==> config.mk <==
export PLATFORM = sky130hd
export DESIGN_NAME = hot_swap_connection_control
export DESIGN_NICKNAME = d
export VERILOG_FILES = /design/src/hot_swap_pkg.sv /design/src/hot_swap_connection_control.sv
export VERILOG_INCLUDE_DIRS = /design/src
export SDC_FILE = /design/constraint.sdc
export NUM_CORES = 1
export LEC_CHECK = 0
export BUFFER_PORTS_ARGS = -buffer_cell sky130_fd_sc_hd__buf_2
export CAP_MARGIN = 20
export CORE_ASPECT_RATIO = 1.2
export CORE_UTILIZATION = 35
export CTS_BUF_LIST = sky130_fd_sc_hd__clkbuf_8 sky130_fd_sc_hd__clkbuf_16
export CTS_CLUSTER_DIAMETER = 80
export CTS_CLUSTER_SIZE = 8
export DETAILED_ROUTE_END_ITERATION = 6
export GPL_TIMING_DRIVEN = 0
export PLACE_DENSITY = 0.67
export SLEW_MARGIN = 20
export SYNTH_ARGS = -nofsm -noshare
export SYNTH_HDL_FRONTEND = slang
export SYNTH_SLANG_ARGS = --single-unit
==> constraint.sdc <==
create_clock -name mclk -period 1.35 [get_ports mclk]
set_input_delay 0.2025 -clock mclk [delete_from_list [all_inputs] [get_ports mclk]]
set_output_delay 0.2025 -clock mclk [all_outputs]
set_load 0.05 [all_outputs]
==> src/hot_swap_regs.svh <==
`ifndef HOT_SWAP_REGS_SVH
`define HOT_SWAP_REGS_SVH
// Operation
// - Pins disabled while power-good negated, lamp excepted
// - Input receivers inhibited while power-good negated
// - Power-good negated: hold reset, light lamp
// - Power-good asserted: lamp released, outputs on, resets
// - Latch power-up options when power-on reset ends
// - Release PLLs; after lock, release resets
// - Start EEPROM load or idle per option
// - Ejector closed after reset: board-added, attention
// - Retry hold resets set; retries configuration cycles
// - Host clears board-added; attention negates
// - Retry hold cleared by load, processor, boot
// - Ejector opens: removal flag, attention asserted
// - Host clears removal; attention off, re-arm
// - Host lamp-on bit lights the lamp
// - No EEPROM reload on re-closure or extraction
// - Ejector low means open, high means closed
// - Lamp lit by driving open-drain output low

// -----------------------------------------------------------
// Register offsets (byte addresses).
// -----------------------------------------------------------
`define SWAP_CSR_OFF 12'h000
`define HOLD_CTRL_OFF 12'h004
`define IRQ_STAT_OFF 12'h008
`define IRQ_MASK_OFF 12'h00C

// -----------------------------------------------------------
// Field positions.
// -----------------------------------------------------------
`define SWAP_LAMP_BIT 0
`define SWAP_REMOVAL_BIT 1
`define SWAP_ADDED_BIT 2
`define SWAP_ARMED_BIT 3
`define SWAP_EJECT_BIT 4
`define HOLD_RETRY_BIT 0
`define HOLD_BOOT_BIT 1
`define HOLD_LOAD_BIT 2
`define HOLD_STATE_LSB 4
`define IRQ_ADDED_BIT 0
`define IRQ_REMOVAL_BIT 1
`define IRQ_READY_BIT 2

// -----------------------------------------------------------
// Reset values and the PCI boot code.
// -----------------------------------------------------------
`define RETRY_HOLD_RST 1'b1
`define IRQ_MASK_RST 3'h0
`define BOOT_PCI_CODE 1'b1

`endif

==> src/hot_swap_pkg.sv <==
package hot_swap_pkg;

  // -----------------------------------------------------------
  // Sequencer states, one-hot.
  // -----------------------------------------------------------
  typedef enum logic [3:0] {
    ST_DARK = 4'b0001,
    ST_PORST = 4'b0010,
    ST_LOCK = 4'b0100,
    ST_RUN = 4'b1000
  } seq_state_e;

  // Pad control bundle for the device's I/O ring.
  typedef struct packed {
    logic out_enable;
    logic rx_inhibit;
  } pad_ctrl_s;

  // Latched power-up options.
  typedef struct packed {
    logic boot_pci;
    logic eeprom_load;
  } pwrup_opt_s;

endpackage

==> src/hot_swap_connection_control.sv <==
// Design decisions made here: the APB register port and the address map.
`timescale 1ns/1ps
`include "hot_swap_regs.svh"

module hot_swap_connection_control (
  // Clock and reset.
  input wire logic mclk,
  input wire logic sys_rst,
  // APB slave.
  input wire logic psel,
  input wire logic penable,
  input wire logic pwrite,
  input wire logic [11:0] paddr,
  input wire logic [31:0] pwdata,
  output logic [31:0] prdata,
  output logic pready,
  output logic pslverr,
  // Power and reset inputs.
  input wire logic backend_power_good_n,
  input wire logic power_on_reset_n,
  input wire hot_swap_pkg::pwrup_opt_s pwrup_strap,
  // PLL control.
  output logic pll_reset,
  input wire logic pll_locked,
  // Pad control and reset outputs.
  output hot_swap_pkg::pad_ctrl_s pad_ctrl,
  output logic cpu_bus_reset_out_n,
  output logic second_pci_reset_out_n,
  // Ejector and open-drain pins.
  input wire logic ejector_switch_in,
  output logic indicator_lamp_n_o,
  output logic indicator_lamp_n_oe_n,
  output logic attention_n_o,
  output logic attention_n_oe_n,
  // EEPROM loader handshake.
  output logic eeprom_load_start,
  input wire logic eeprom_load_done,
  // Host configuration access.
  input wire logic cfg_access_req,
  output logic cfg_retry,
  // Interrupt.
  output logic irq
);

  // -----------------------------------------------------------
  // Declarations.
  // -----------------------------------------------------------
  hot_swap_pkg::seq_state_e state_q; // Sequencer state.
  hot_swap_pkg::seq_state_e state_d; // Next sequencer state.
  hot_swap_pkg::pwrup_opt_s opt_q; // Latched options.
  logic por_n_q; // Previous power-on reset level.
  logic ej_meta_q; // Ejector first sync stage.
  logic ej_sync_q; // Ejector second sync stage.
  logic ej_prev_q; // Ejector delayed for edges.
  logic lamp_on_bit_q; // Software lamp request.
  logic board_added_flag_q; // Insertion event flag.
  logic removal_request_flag_q; // Removal event flag.
  logic armed_q; // Board-added may fire.
  logic config_retry_hold_q; // Retry all config cycles.
  logic [2:0] istat_q; // Sticky interrupt status.
  logic [2:0] imask_q; // Interrupt mask.
  logic load_q; // EEPROM load start pulse.
  logic lamp_oe_n_q; // Lamp drive enable, low drives.
  logic [31:0] rdata_q; // Read data register.
  logic held; // Internal resources in reset.
  logic wr_acc; // Write access phase.
  logic rd_acc; // Read access phase.
  logic mapped; // Address hits a register.
  logic set_added; // Ejector closure event.
  logic set_removal; // Ejector opening event.
  logic clr_added; // Host clears board-added.
  logic clr_removal; // Host clears removal flag.
  logic run_entry; // Sequencer enters run.

  // -----------------------------------------------------------
  // Bus decode.
  // -----------------------------------------------------------

  // Zero wait state slave; unmapped offsets answer with error.
  assign mapped = (paddr == `SWAP_CSR_OFF) ||
                  (paddr == `HOLD_CTRL_OFF) ||
                  (paddr == `IRQ_STAT_OFF) ||
                  (paddr == `IRQ_MASK_OFF);
  assign pready = 1'b1;
  assign pslverr = psel && penable && !mapped;
  assign wr_acc = psel && penable && pwrite && mapped;
  assign rd_acc = psel && penable && !pwrite && mapped;
  assign prdata = rdata_q;

  // Internal resources stay reset until the run state.
  assign held = (state_q != hot_swap_pkg::ST_RUN);
  assign run_entry = (state_q == hot_swap_pkg::ST_LOCK) && pll_locked;

  // -----------------------------------------------------------
  // Power sequencer.
  // -----------------------------------------------------------

  // Next state from power-good, power-on reset and PLL lock.
  always_comb begin
    state_d = state_q;
    case (state_q)
      hot_swap_pkg::ST_DARK: begin
        if (!backend_power_good_n) begin
          state_d = hot_swap_pkg::ST_PORST;
        end
      end
      hot_swap_pkg::ST_PORST: begin
        if (power_on_reset_n) begin
          state_d = hot_swap_pkg::ST_LOCK;
        end
      end
      hot_swap_pkg::ST_LOCK: begin
        if (pll_locked) begin
          state_d = hot_swap_pkg::ST_RUN;
        end
      end
      hot_swap_pkg::ST_RUN: begin
        state_d = hot_swap_pkg::ST_RUN;
      end
      default: begin
        state_d = hot_swap_pkg::ST_DARK;
      end
    endcase
    // Loss of power-good or a new power-on reset wins.
    if (backend_power_good_n) begin
      state_d = hot_swap_pkg::ST_DARK;
    end else if (!power_on_reset_n &&
                 state_q != hot_swap_pkg::ST_DARK) begin
      state_d = hot_swap_pkg::ST_PORST;
    end
  end

  // State register.
  always_ff @(posedge mclk) begin
    if (sys_rst) begin
      state_q <= hot_swap_pkg::ST_DARK;
    end else begin
      state_q <= state_d;
    end
  end

  // Pads disabled and receivers inhibited while dark.
  assign pad_ctrl.out_enable = (state_q != hot_swap_pkg::ST_DARK);
  assign pad_ctrl.rx_inhibit = (state_q == hot_swap_pkg::ST_DARK);
  // PLLs are held until power-on reset has ended.
  assign pll_reset = (state_q == hot_swap_pkg::ST_DARK) ||
                     (state_q == hot_swap_pkg::ST_PORST);
  // Both reset outputs low until PLL lock completes.
  assign cpu_bus_reset_out_n = !held;
  assign second_pci_reset_out_n = !held;

  // Latch the option straps as power-on reset is released.
  always_ff @(posedge mclk) begin
    if (sys_rst) begin
      por_n_q <= 1'b0;
      opt_q <= '0;
    end else begin
      por_n_q <= power_on_reset_n;
      if (power_on_reset_n && !por_n_q) begin
        opt_q <= pwrup_strap;
      end
    end
  end

  // One load pulse only as the sequence enters run.
  always_ff @(posedge mclk) begin
    if (sys_rst) begin
      load_q <= 1'b0;
    end else begin
      load_q <= run_entry && opt_q.eeprom_load;
    end
  end
  assign eeprom_load_start = load_q;

  // -----------------------------------------------------------
  // Ejector synchroniser.
  // -----------------------------------------------------------

  // Two stages, then a delayed copy for edge detection.
  always_ff @(posedge mclk) begin
    if (sys_rst) begin
      ej_meta_q <= 1'b0;
      ej_sync_q <= 1'b0;
      ej_prev_q <= 1'b0;
    end else begin
      ej_meta_q <= ejector_switch_in;
      ej_sync_q <= ej_meta_q;
      ej_prev_q <= ej_sync_q;
    end
  end

  // High means latch closed, low means open.
  assign set_added = !held && armed_q && ej_sync_q;
  assign set_removal = !held && ej_prev_q && !ej_sync_q;

  // -----------------------------------------------------------
  // Hot swap control and status register.
  // -----------------------------------------------------------

  // Write one to clear either event flag.
  assign clr_added = wr_acc && (paddr == `SWAP_CSR_OFF) &&
                     pwdata[`SWAP_ADDED_BIT];
  assign clr_removal = wr_acc && (paddr == `SWAP_CSR_OFF) &&
                       pwdata[`SWAP_REMOVAL_BIT];

  // Flags reset while held; a set beats a same-cycle clear.
  always_ff @(posedge mclk) begin
    if (sys_rst || held) begin
      board_added_flag_q <= 1'b0;
      removal_request_flag_q <= 1'b0;
      armed_q <= 1'b1;
    end else begin
      if (set_added) begin
        board_added_flag_q <= 1'b1;
      end else if (clr_added) begin
        board_added_flag_q <= 1'b0;
      end
      if (set_removal) begin
        removal_request_flag_q <= 1'b1;
      end else if (clr_removal) begin
        removal_request_flag_q <= 1'b0;
      end
      // Firing disarms; clearing the removal flag re-arms.
      if (set_added) begin
        armed_q <= 1'b0;
      end else if (clr_removal && removal_request_flag_q) begin
        armed_q <= 1'b1;
      end
    end
  end

  // Software lamp request, cleared with internal reset.
  always_ff @(posedge mclk) begin
    if (sys_rst || held) begin
      lamp_on_bit_q <= 1'b0;
    end else if (wr_acc && paddr == `SWAP_CSR_OFF) begin
      lamp_on_bit_q <= pwdata[`SWAP_LAMP_BIT];
    end
  end

  // Lamp driven low when dark or when software asks.
  always_ff @(posedge mclk) begin
    if (sys_rst) begin
      lamp_oe_n_q <= 1'b0;
    end else begin
      lamp_oe_n_q <= !((state_d == hot_swap_pkg::ST_DARK) ||
                       (lamp_on_bit_q && !held));
    end
  end
  assign indicator_lamp_n_o = 1'b0;
  assign indicator_lamp_n_oe_n = lamp_oe_n_q;

  // Open-drain attention line pulled low while a flag is set.
  assign attention_n_o = 1'b0;
  assign attention_n_oe_n = !(board_added_flag_q ||
                              removal_request_flag_q);

  // -----------------------------------------------------------
  // Configuration retry hold.
  // -----------------------------------------------------------

  // Set in reset; cleared by load, processor write or boot option.
  always_ff @(posedge mclk) begin
    if (sys_rst || held && !run_entry) begin
      config_retry_hold_q <= `RETRY_HOLD_RST;
    end else if (run_entry && opt_q.boot_pci == `BOOT_PCI_CODE) begin
      config_retry_hold_q <= 1'b0;
    end else if (eeprom_load_done) begin
      config_retry_hold_q <= 1'b0;
    end else if (wr_acc && paddr == `HOLD_CTRL_OFF) begin
      config_retry_hold_q <= pwdata[`HOLD_RETRY_BIT];
    end
  end
  assign cfg_retry = cfg_access_req && config_retry_hold_q;

  // -----------------------------------------------------------
  // Interrupts.
  // -----------------------------------------------------------

  // Sticky events; a status read clears, a new event wins.
  always_ff @(posedge mclk) begin
    if (sys_rst) begin
      istat_q <= '0;
      imask_q <= `IRQ_MASK_RST;
    end else begin
      if (rd_acc && paddr == `IRQ_STAT_OFF) begin
        istat_q <= '0;
      end
      if (set_added) begin
        istat_q[`IRQ_ADDED_BIT] <= 1'b1;
      end
      if (set_removal) begin
        istat_q[`IRQ_REMOVAL_BIT] <= 1'b1;
      end
      if (run_entry) begin
        istat_q[`IRQ_READY_BIT] <= 1'b1;
      end
      if (wr_acc && paddr == `IRQ_MASK_OFF) begin
        imask_q <= pwdata[2:0];
      end
    end
  end
  assign irq = |(istat_q & imask_q);

  // -----------------------------------------------------------
  // Read data.
  // -----------------------------------------------------------

  // Read data captured in the setup phase.
  always_ff @(posedge mclk) begin
    if (sys_rst) begin
      rdata_q <= '0;
    end else if (psel && !penable) begin
      rdata_q <= '0;
      case (paddr)
        `SWAP_CSR_OFF: begin
          rdata_q[`SWAP_LAMP_BIT] <= lamp_on_bit_q;
          rdata_q[`SWAP_REMOVAL_BIT] <= removal_request_flag_q;
          rdata_q[`SWAP_ADDED_BIT] <= board_added_flag_q;
          rdata_q[`SWAP_ARMED_BIT] <= armed_q;
          rdata_q[`SWAP_EJECT_BIT] <= ej_sync_q;
        end
        `HOLD_CTRL_OFF: begin
          rdata_q[`HOLD_RETRY_BIT] <= config_retry_hold_q;
          rdata_q[`HOLD_BOOT_BIT] <= opt_q.boot_pci;
          rdata_q[`HOLD_LOAD_BIT] <= opt_q.eeprom_load;
          rdata_q[`HOLD_STATE_LSB +: 4] <= state_q;
        end
        `IRQ_STAT_OFF: begin
          rdata_q[2:0] <= istat_q;
        end
        `IRQ_MASK_OFF: begin
          rdata_q[2:0] <= imask_q;
        end
        default: begin
          rdata_q <= '0;
        end
      endcase
    end
  end

  // -----------------------------------------------------------
  // Assertions.
  // -----------------------------------------------------------

  AST_DARK_ON_LOSS: assert property (@(posedge mclk) disable iff (sys_rst)
    backend_power_good_n |=> !pad_ctrl.out_enable && pad_ctrl.rx_inhibit
    && !cpu_bus_reset_out_n)
    else $error("Pads or resets active without power good.");
  AST_LAMP_DARK: assert property (@(posedge mclk) disable iff (sys_rst)
    backend_power_good_n ##1 backend_power_good_n
    |-> !indicator_lamp_n_oe_n)
    else $error("Lamp not lit while power good negated.");
  AST_PG_RISE: assert property (@(posedge mclk) disable iff (sys_rst)
    $fell(backend_power_good_n) && !power_on_reset_n ##1
    !backend_power_good_n |-> pad_ctrl.out_enable && indicator_lamp_n_oe_n
    && !cpu_bus_reset_out_n && !second_pci_reset_out_n)
    else $error("Power good rise sequence wrong.");
  AST_OPT_LATCH: assert property (@(posedge mclk) disable iff (sys_rst)
    $rose(power_on_reset_n) |=> opt_q == $past(pwrup_strap))
    else $error("Power-up options not latched.");
  AST_LOCK_RELEASE: assert property (@(posedge mclk) disable iff (sys_rst)
    state_q == hot_swap_pkg::ST_LOCK && !pll_locked
    |-> !pll_reset && !cpu_bus_reset_out_n)
    else $error("Resets released before PLL lock.");
  AST_LOAD_ONCE: assert property (@(posedge mclk) disable iff (sys_rst)
    eeprom_load_start |-> $past(run_entry) && $past(opt_q.eeprom_load))
    else $error("EEPROM load started outside reset exit.");
  AST_ADDED: assert property (@(posedge mclk) disable iff (sys_rst)
    set_added && !backend_power_good_n |=>
    board_added_flag_q && !attention_n_oe_n)
    else $error("Closure did not raise board-added.");
  AST_RETRY: assert property (@(posedge mclk) disable iff (sys_rst)
    held && !run_entry && cfg_access_req |=> config_retry_hold_q)
    else $error("Retry hold not set in reset.");
  AST_REMOVAL: assert property (@(posedge mclk) disable iff (sys_rst)
    set_removal && !backend_power_good_n |=>
    removal_request_flag_q && !attention_n_oe_n)
    else $error("Opening did not raise removal flag.");
  AST_REARM: assert property (@(posedge mclk) disable iff (sys_rst)
    !held && clr_removal && removal_request_flag_q && !set_removal &&
    !backend_power_good_n && power_on_reset_n
    |=> armed_q && !removal_request_flag_q)
    else $error("Removal clear did not re-arm.");

  COV_INSERT: cover property (@(posedge mclk) disable iff (sys_rst)
    run_entry ##[1:50] set_added);
  COV_REMOVE: cover property (@(posedge mclk) disable iff (sys_rst)
    set_removal ##[1:50] clr_removal);
  COV_RETRY: cover property (@(posedge mclk) disable iff (sys_rst)
    cfg_retry);

endmodule // hot_swap_connection_control

=== Yosys cells after proc, flatten, opt, wreduce, memory -nomap -nowiden ===
Cells that the tools add are included.

* Output and inout port bits: 46
* Register bits: 31
* Word-level logic and storage cells: 105

* Reduce and logical (&&, ||, !) cells: 53
* Muxes and demuxes: 22
* Eq/ne operators: 10
* Bitwise gates (word level): 1

{| class="wikitable"
|+ Operators by type and width
! cell !! count
|-
| logical AND 1 bit || 26
|-
| == test 12 x 4 -> 1 bit, second input constant || 2
|-
| 2-to-1 mux 4 bit || 4
|-
| one-hot mux 4 bit (4 select lines) || 1
|-
| 2-to-1 mux 1 bit || 13
|-
| == test 12 x 3 -> 1 bit, second input constant || 1
|-
| logical NOT 12 bit || 1
|-
| one-hot mux 3 bit (4 select lines) || 1
|-
| nonzero test 2 bit || 6
|-
| logical NOT 1 bit || 10
|-
| == test 4 x 1 -> 1 bit, second input constant || 2
|-
| logical OR 1 bit || 8
|-
| 2-to-1 mux 3 bit || 2
|-
| == test 4 x 2 -> 1 bit, second input constant || 1
|-
| == test 4 x 3 -> 1 bit, second input constant || 1
|-
| == test 4 bit, second input constant || 1
|-
| != test 4 x 1 -> 1 bit, second input constant || 1
|-
| != test 4 bit, second input constant || 1
|-
| bitwise AND 3 bit || 1
|-
| nonzero test 3 bit || 1
|-
| OR reduction 3 bit || 1
|-
| one-hot mux 1 bit (2 select lines) || 1
|}

=== Depth between registers and ports, before layout ===
* Word-level depth: 10
* Mapped depth: 5

=== Worst setup path before layout ===
Ideal clock, no wire load.

* Path kind: register -> output
* Start: register state_q[0]
* End: output pll_reset
* Stages on the path, launching flop included: 4
* Setup slack: -452 ps
* Arrival time: 1600 ps
* Buffers on the path: 1
* Cells stage by stage: dfxtp_1 -> buf_4 -> xnor2_1 -> nor3_1

* Word-level cells in the longest chain between the ends: 2
* Elaborated cells between the ends (all ways): 3
* Those cells by class: eq/ne (2); reduce/logical (1)

{| class="wikitable"
|+ RTL lines
! what !! RTL line !! RTL
|-
| from (decl) || hot_swap_connection_control.sv:48 || <nowiki>hot_swap_pkg::seq_state_e state_q;</nowiki>
|-
| from (signal assigned) || hot_swap_connection_control.sv:136 || <nowiki>state_q <= hot_swap_pkg::ST_DARK;</nowiki>
|-
| from (signal assigned) || hot_swap_connection_control.sv:138 || <nowiki>state_q <= state_d;</nowiki>
|-
| == test 4 x 1 -> 1 bit or == test 4 x 2 -> 1 bit (tied branches) || hot_swap_connection_control.sv:146, hot_swap_connection_control.sv:147 ||
|-
| logical OR 1 bit * || hot_swap_connection_control.sv:146 || <nowiki>assign pll_reset = (state_q == hot_swap_pkg::ST_DARK) ||</nowiki>
|-
| to (decl) || hot_swap_connection_control.sv:23 || <nowiki>output logic pll_reset,</nowiki>
|}

Every way passes the cells marked *; elsewhere a longest branch is shown, timed or not.

=== Worst setup path after layout ===
* Start: register state_q[3]
* End: output second_pci_reset_out_n

* Word-level cells in the longest chain between the ends: 2

{| class="wikitable"
|+ RTL lines
! what !! RTL line !! RTL
|-
| != test 4 bit || hot_swap_connection_control.sv:91 || <nowiki>assign held = (state_q != hot_swap_pkg::ST_RUN);</nowiki>
|-
| logical NOT 1 bit || hot_swap_connection_control.sv:150 || <nowiki>assign second_pci_reset_out_n = !held;</nowiki>
|-
| to (decl) || hot_swap_connection_control.sv:28 || <nowiki>output logic second_pci_reset_out_n,</nowiki>
|}

Every way passes these cells.

==> results.sh <==
export IMPL_fin_nets=333
export IMPL_synth_top_area_cell="dfxtp_1"
export IMPL_crit_family="buffers and inverters"
export IMPL_die_w_um=65.2
export IMPL_num_antenna_cells=0
export IMPL_num_io_pins=103
export IMPL_root_buffer="clkbuf_8"
export IMPL_worstReg2RegEnd="removal_request_flag_q"
export IMPL_clkTransAtPathRegs_ps=60
export IMPL_cts_inserted_buffers=5
export IMPL_start_util_pct=36.5
export IMPL_cts_sinks=31
export IMPL_grt_setup_unrepaired="yes"
export IMPL_rows=27
export IMPL_coreArea_um2=4590
export IMPL_fmax_mhz=655
export IMPL_status="complete, but fails checks"
export IMPL_arrival_ps=1320
export IMPL_power_uw=2200
export IMPL_synthCells=183
export IMPL_drv_slew=0
export IMPL_r2r_cells=6
export IMPL_cts_hold_buf=0
export IMPL_powerDensity_nw_per_um2=890
export IMPL_cp_max_fo=6
export IMPL_synth_edf_count=0
export IMPL_syn_to_final_growth_pct=47.7
export IMPL_worstMarginPinSlew_ps=583
export IMPL_hold_violations=0
export IMPL_relSlewSlack_pct=60.6
export IMPL_holdCritStartpoint="ejector_switch_in"
export IMPL_die_y_um=77.8
export IMPL_min_period_ps=1530
export IMPL_ant_nets=0
export IMPL_placed_area_um2=2080
export IMPL_drive_gt1_share_pct=46.7
export IMPL_required_ps=1150
export IMPL_netlist_area_um2=1680
export IMPL_grt_first_pass_wirelength_um=6380
export IMPL_crit_path_end_kind="output port"
export IMPL_place_ws_ps=-171
export IMPL_holdPathEnd="ej_meta_q"
export IMPL_irDropWorstVdd_mv=0.348
export IMPL_final_area_um2=2470
export IMPL_holdPathStages=2
export IMPL_nFillCells=426
export IMPL_min_delay_path_class="primary input to register"
export IMPL_synthArstFlopShare_pct=0
export IMPL_synth_top_area_share_pct=37.0
export IMPL_cp_num_buf_inv=3
export IMPL_drt_initial_drc_count=56
export IMPL_synth_seq_area_share_pct=37.0
export IMPL_clock_skew_ps=5.70
export IMPL_yosysWarnings=0
export IMPL_synth_seq_cells=31
export IMPL_cpPeakStageDelay_ps=330
export IMPL_place_gp_congestion=0.784
export IMPL_setup_viol=8
export IMPL_die_area_um2=5070
export IMPL_synth_area_top_cells="dfxtp_1, buf_4, mux2i_1"
export IMPL_synth_avg_cell_area_um2=9.15
export IMPL_grt_pass1_vias=1381
export IMPL_violations="setup timing"
export IMPL_first_pass_iters=4
export IMPL_maxCapViolCount=0
export IMPL_postRouteWirelength_um=4060
export IMPL_grt_max_degree=11
export IMPL_final_core_util_pct=53.9
export IMPL_cts_tree="yes"
export IMPL_grt_antenna_before_repair=0
export IMPL_yosysUniqueCellTypes=42
export IMPL_reg2reg_slack_ps=-90
export IMPL_leakage_uw=0.00118
export IMPL_rr_startpoint="state_q[3]"
export IMPL_grt_overflow_total=0
export IMPL_hpwl_um=2820
export IMPL_critPathKind="register to output port"
export IMPL_portBuffers=44
export IMPL_via_count=1533
export IMPL_avgViaCountPerCell=4.59
export IMPL_synthFlopType="dfxtp_1"
export IMPL_path_cells="buf_6 -> nor4b_4 -> buf_4 -> buf_8"
export IMPL_setup_slack_ps=-176
export IMPL_period_share_pct=113
export IMPL_wire_per_inst_um=12.2
export IMPL_drc=0
export IMPL_cts_buffer_depth=2
export IMPL_cp_slowest_cell="dfxtp_2"
export IMPL_start_kind="register"
export IMPL_htreeDepth=2
export IMPL_grt_use_total_pct=16.6
export IMPL_clk_latency_ps=280
[how the worst max path moves through the flow]
stage,to,start,cells after the start,slack (ps)
2_1_floorplan,removal_request_flag_q,state_q[0],5,-390
3_5_place_dp,removal_request_flag_q,paddr[1],6,-170
6_report,second_pci_reset_out_n,state_q[3],4,-180
4_1_cts,second_pci_reset_out_n,state_q[1],4,-210
5_1_grt,second_pci_reset_out_n,state_q[3],4,-210
3_3_place_gp,removal_request_flag_q,psel,5,-140
[flip-flops by register name, indices dropped and copies added, names as in the netlist, 2 cells and up]
register / cells
prdata: 8
state_q: 4
imask_q: 3
istat_q: 3
opt_q: 2
[Yosys cell counts, types with 4 or more instances]
library cell / instances
buf_2: 4
buf_4: 30
nor2b_1: 6
mux2i_1: 7
nand2_1: 11
nand2b_1: 9
inv_1: 6
nand3_1: 5
dfxtp_1: 31
a21oi_1: 8
nor2_1: 11
nor3_1: 5
[cell type report]
cell class | instances | area [um2] | share of cell area, %
Timing Repair Buffer | 64 | 445 | 18.0
Multi-Input combinational cell | 133 | 955 | 38.6
Clock inverter | 1 | 5.00 | 0.202
Inverter | 6 | 26.3 | 1.06
Clock buffer | 6 | 82.6 | 3.34
Sequential cell | 31 | 634 | 25.6
Buffer | 35 | 254 | 10.3
Tap cell | 58 | 72.6 | 2.93
[report_power, final]
part	internal, uW	switching [uW]
combinational	195	341
clock	399	328
sequential	926	14.4
[what timing repair did]
action | CTS | global route
hold endpoints to repair | 0 | 0
setup endpoints to repair | 9 | 16
pin swaps | 8 | 6
resized for setup | 38 | 9
setup buffers | 14 | 6
[metal layers]
| layer | up-vias | global-route usage (%) | routed length [um] |
|---|---|---|---|
| met5 | - | 0 | 0 |
| met4 | 0 | 9.57 | 153 |
| met3 | 15 | 3.53 | 239 |
| met2 | 59 | 27.8 | 1950 |
| met1 | 696 | 19.0 | 1720 |
| li1 | 763 | - | - |
[through the flow]
stage	cells	hold WS, ps	TNS (ps)
after floorplan	208	309	-2820
after global placement	310	417	-728
after detailed placement	310	425	-1180
after CTS	330	129	-927
after global routing	334	146	-1070
final	334	129	-711
[logic make-up after synthesis]
kind of cell / Yosys count / synth area share (%)
AND/OR/NAND/NOR: 67 / 24.1
buffers and inverters: 44 / 17.3
flip-flops: 31 / 37.0
AO/OA/AOI/OAI: 27 / 11.8
XOR/XNOR: 2 / 1.05
multiplexers: 10 / 8.21
other: 2 / 0.448
[layout by cell type (no fill, tap or decap), types with 5 or more instances in the layout]
| cell type | n |
|---|---|
| a21oi_1 | 8 |
| buf_2 | 39 |
| nor2b_1 | 5 |
| clkbuf_8 | 6 |
| buf_4 | 44 |
| mux2i_1 | 7 |
| buf_6 | 10 |
| conb_1 | 27 |
| nand2b_1 | 8 |
| nor2_1 | 9 |
| nand2_1 | 11 |
| dfxtp_1 | 26 |
No activity file was read; power rests on OpenSTA's default activity.
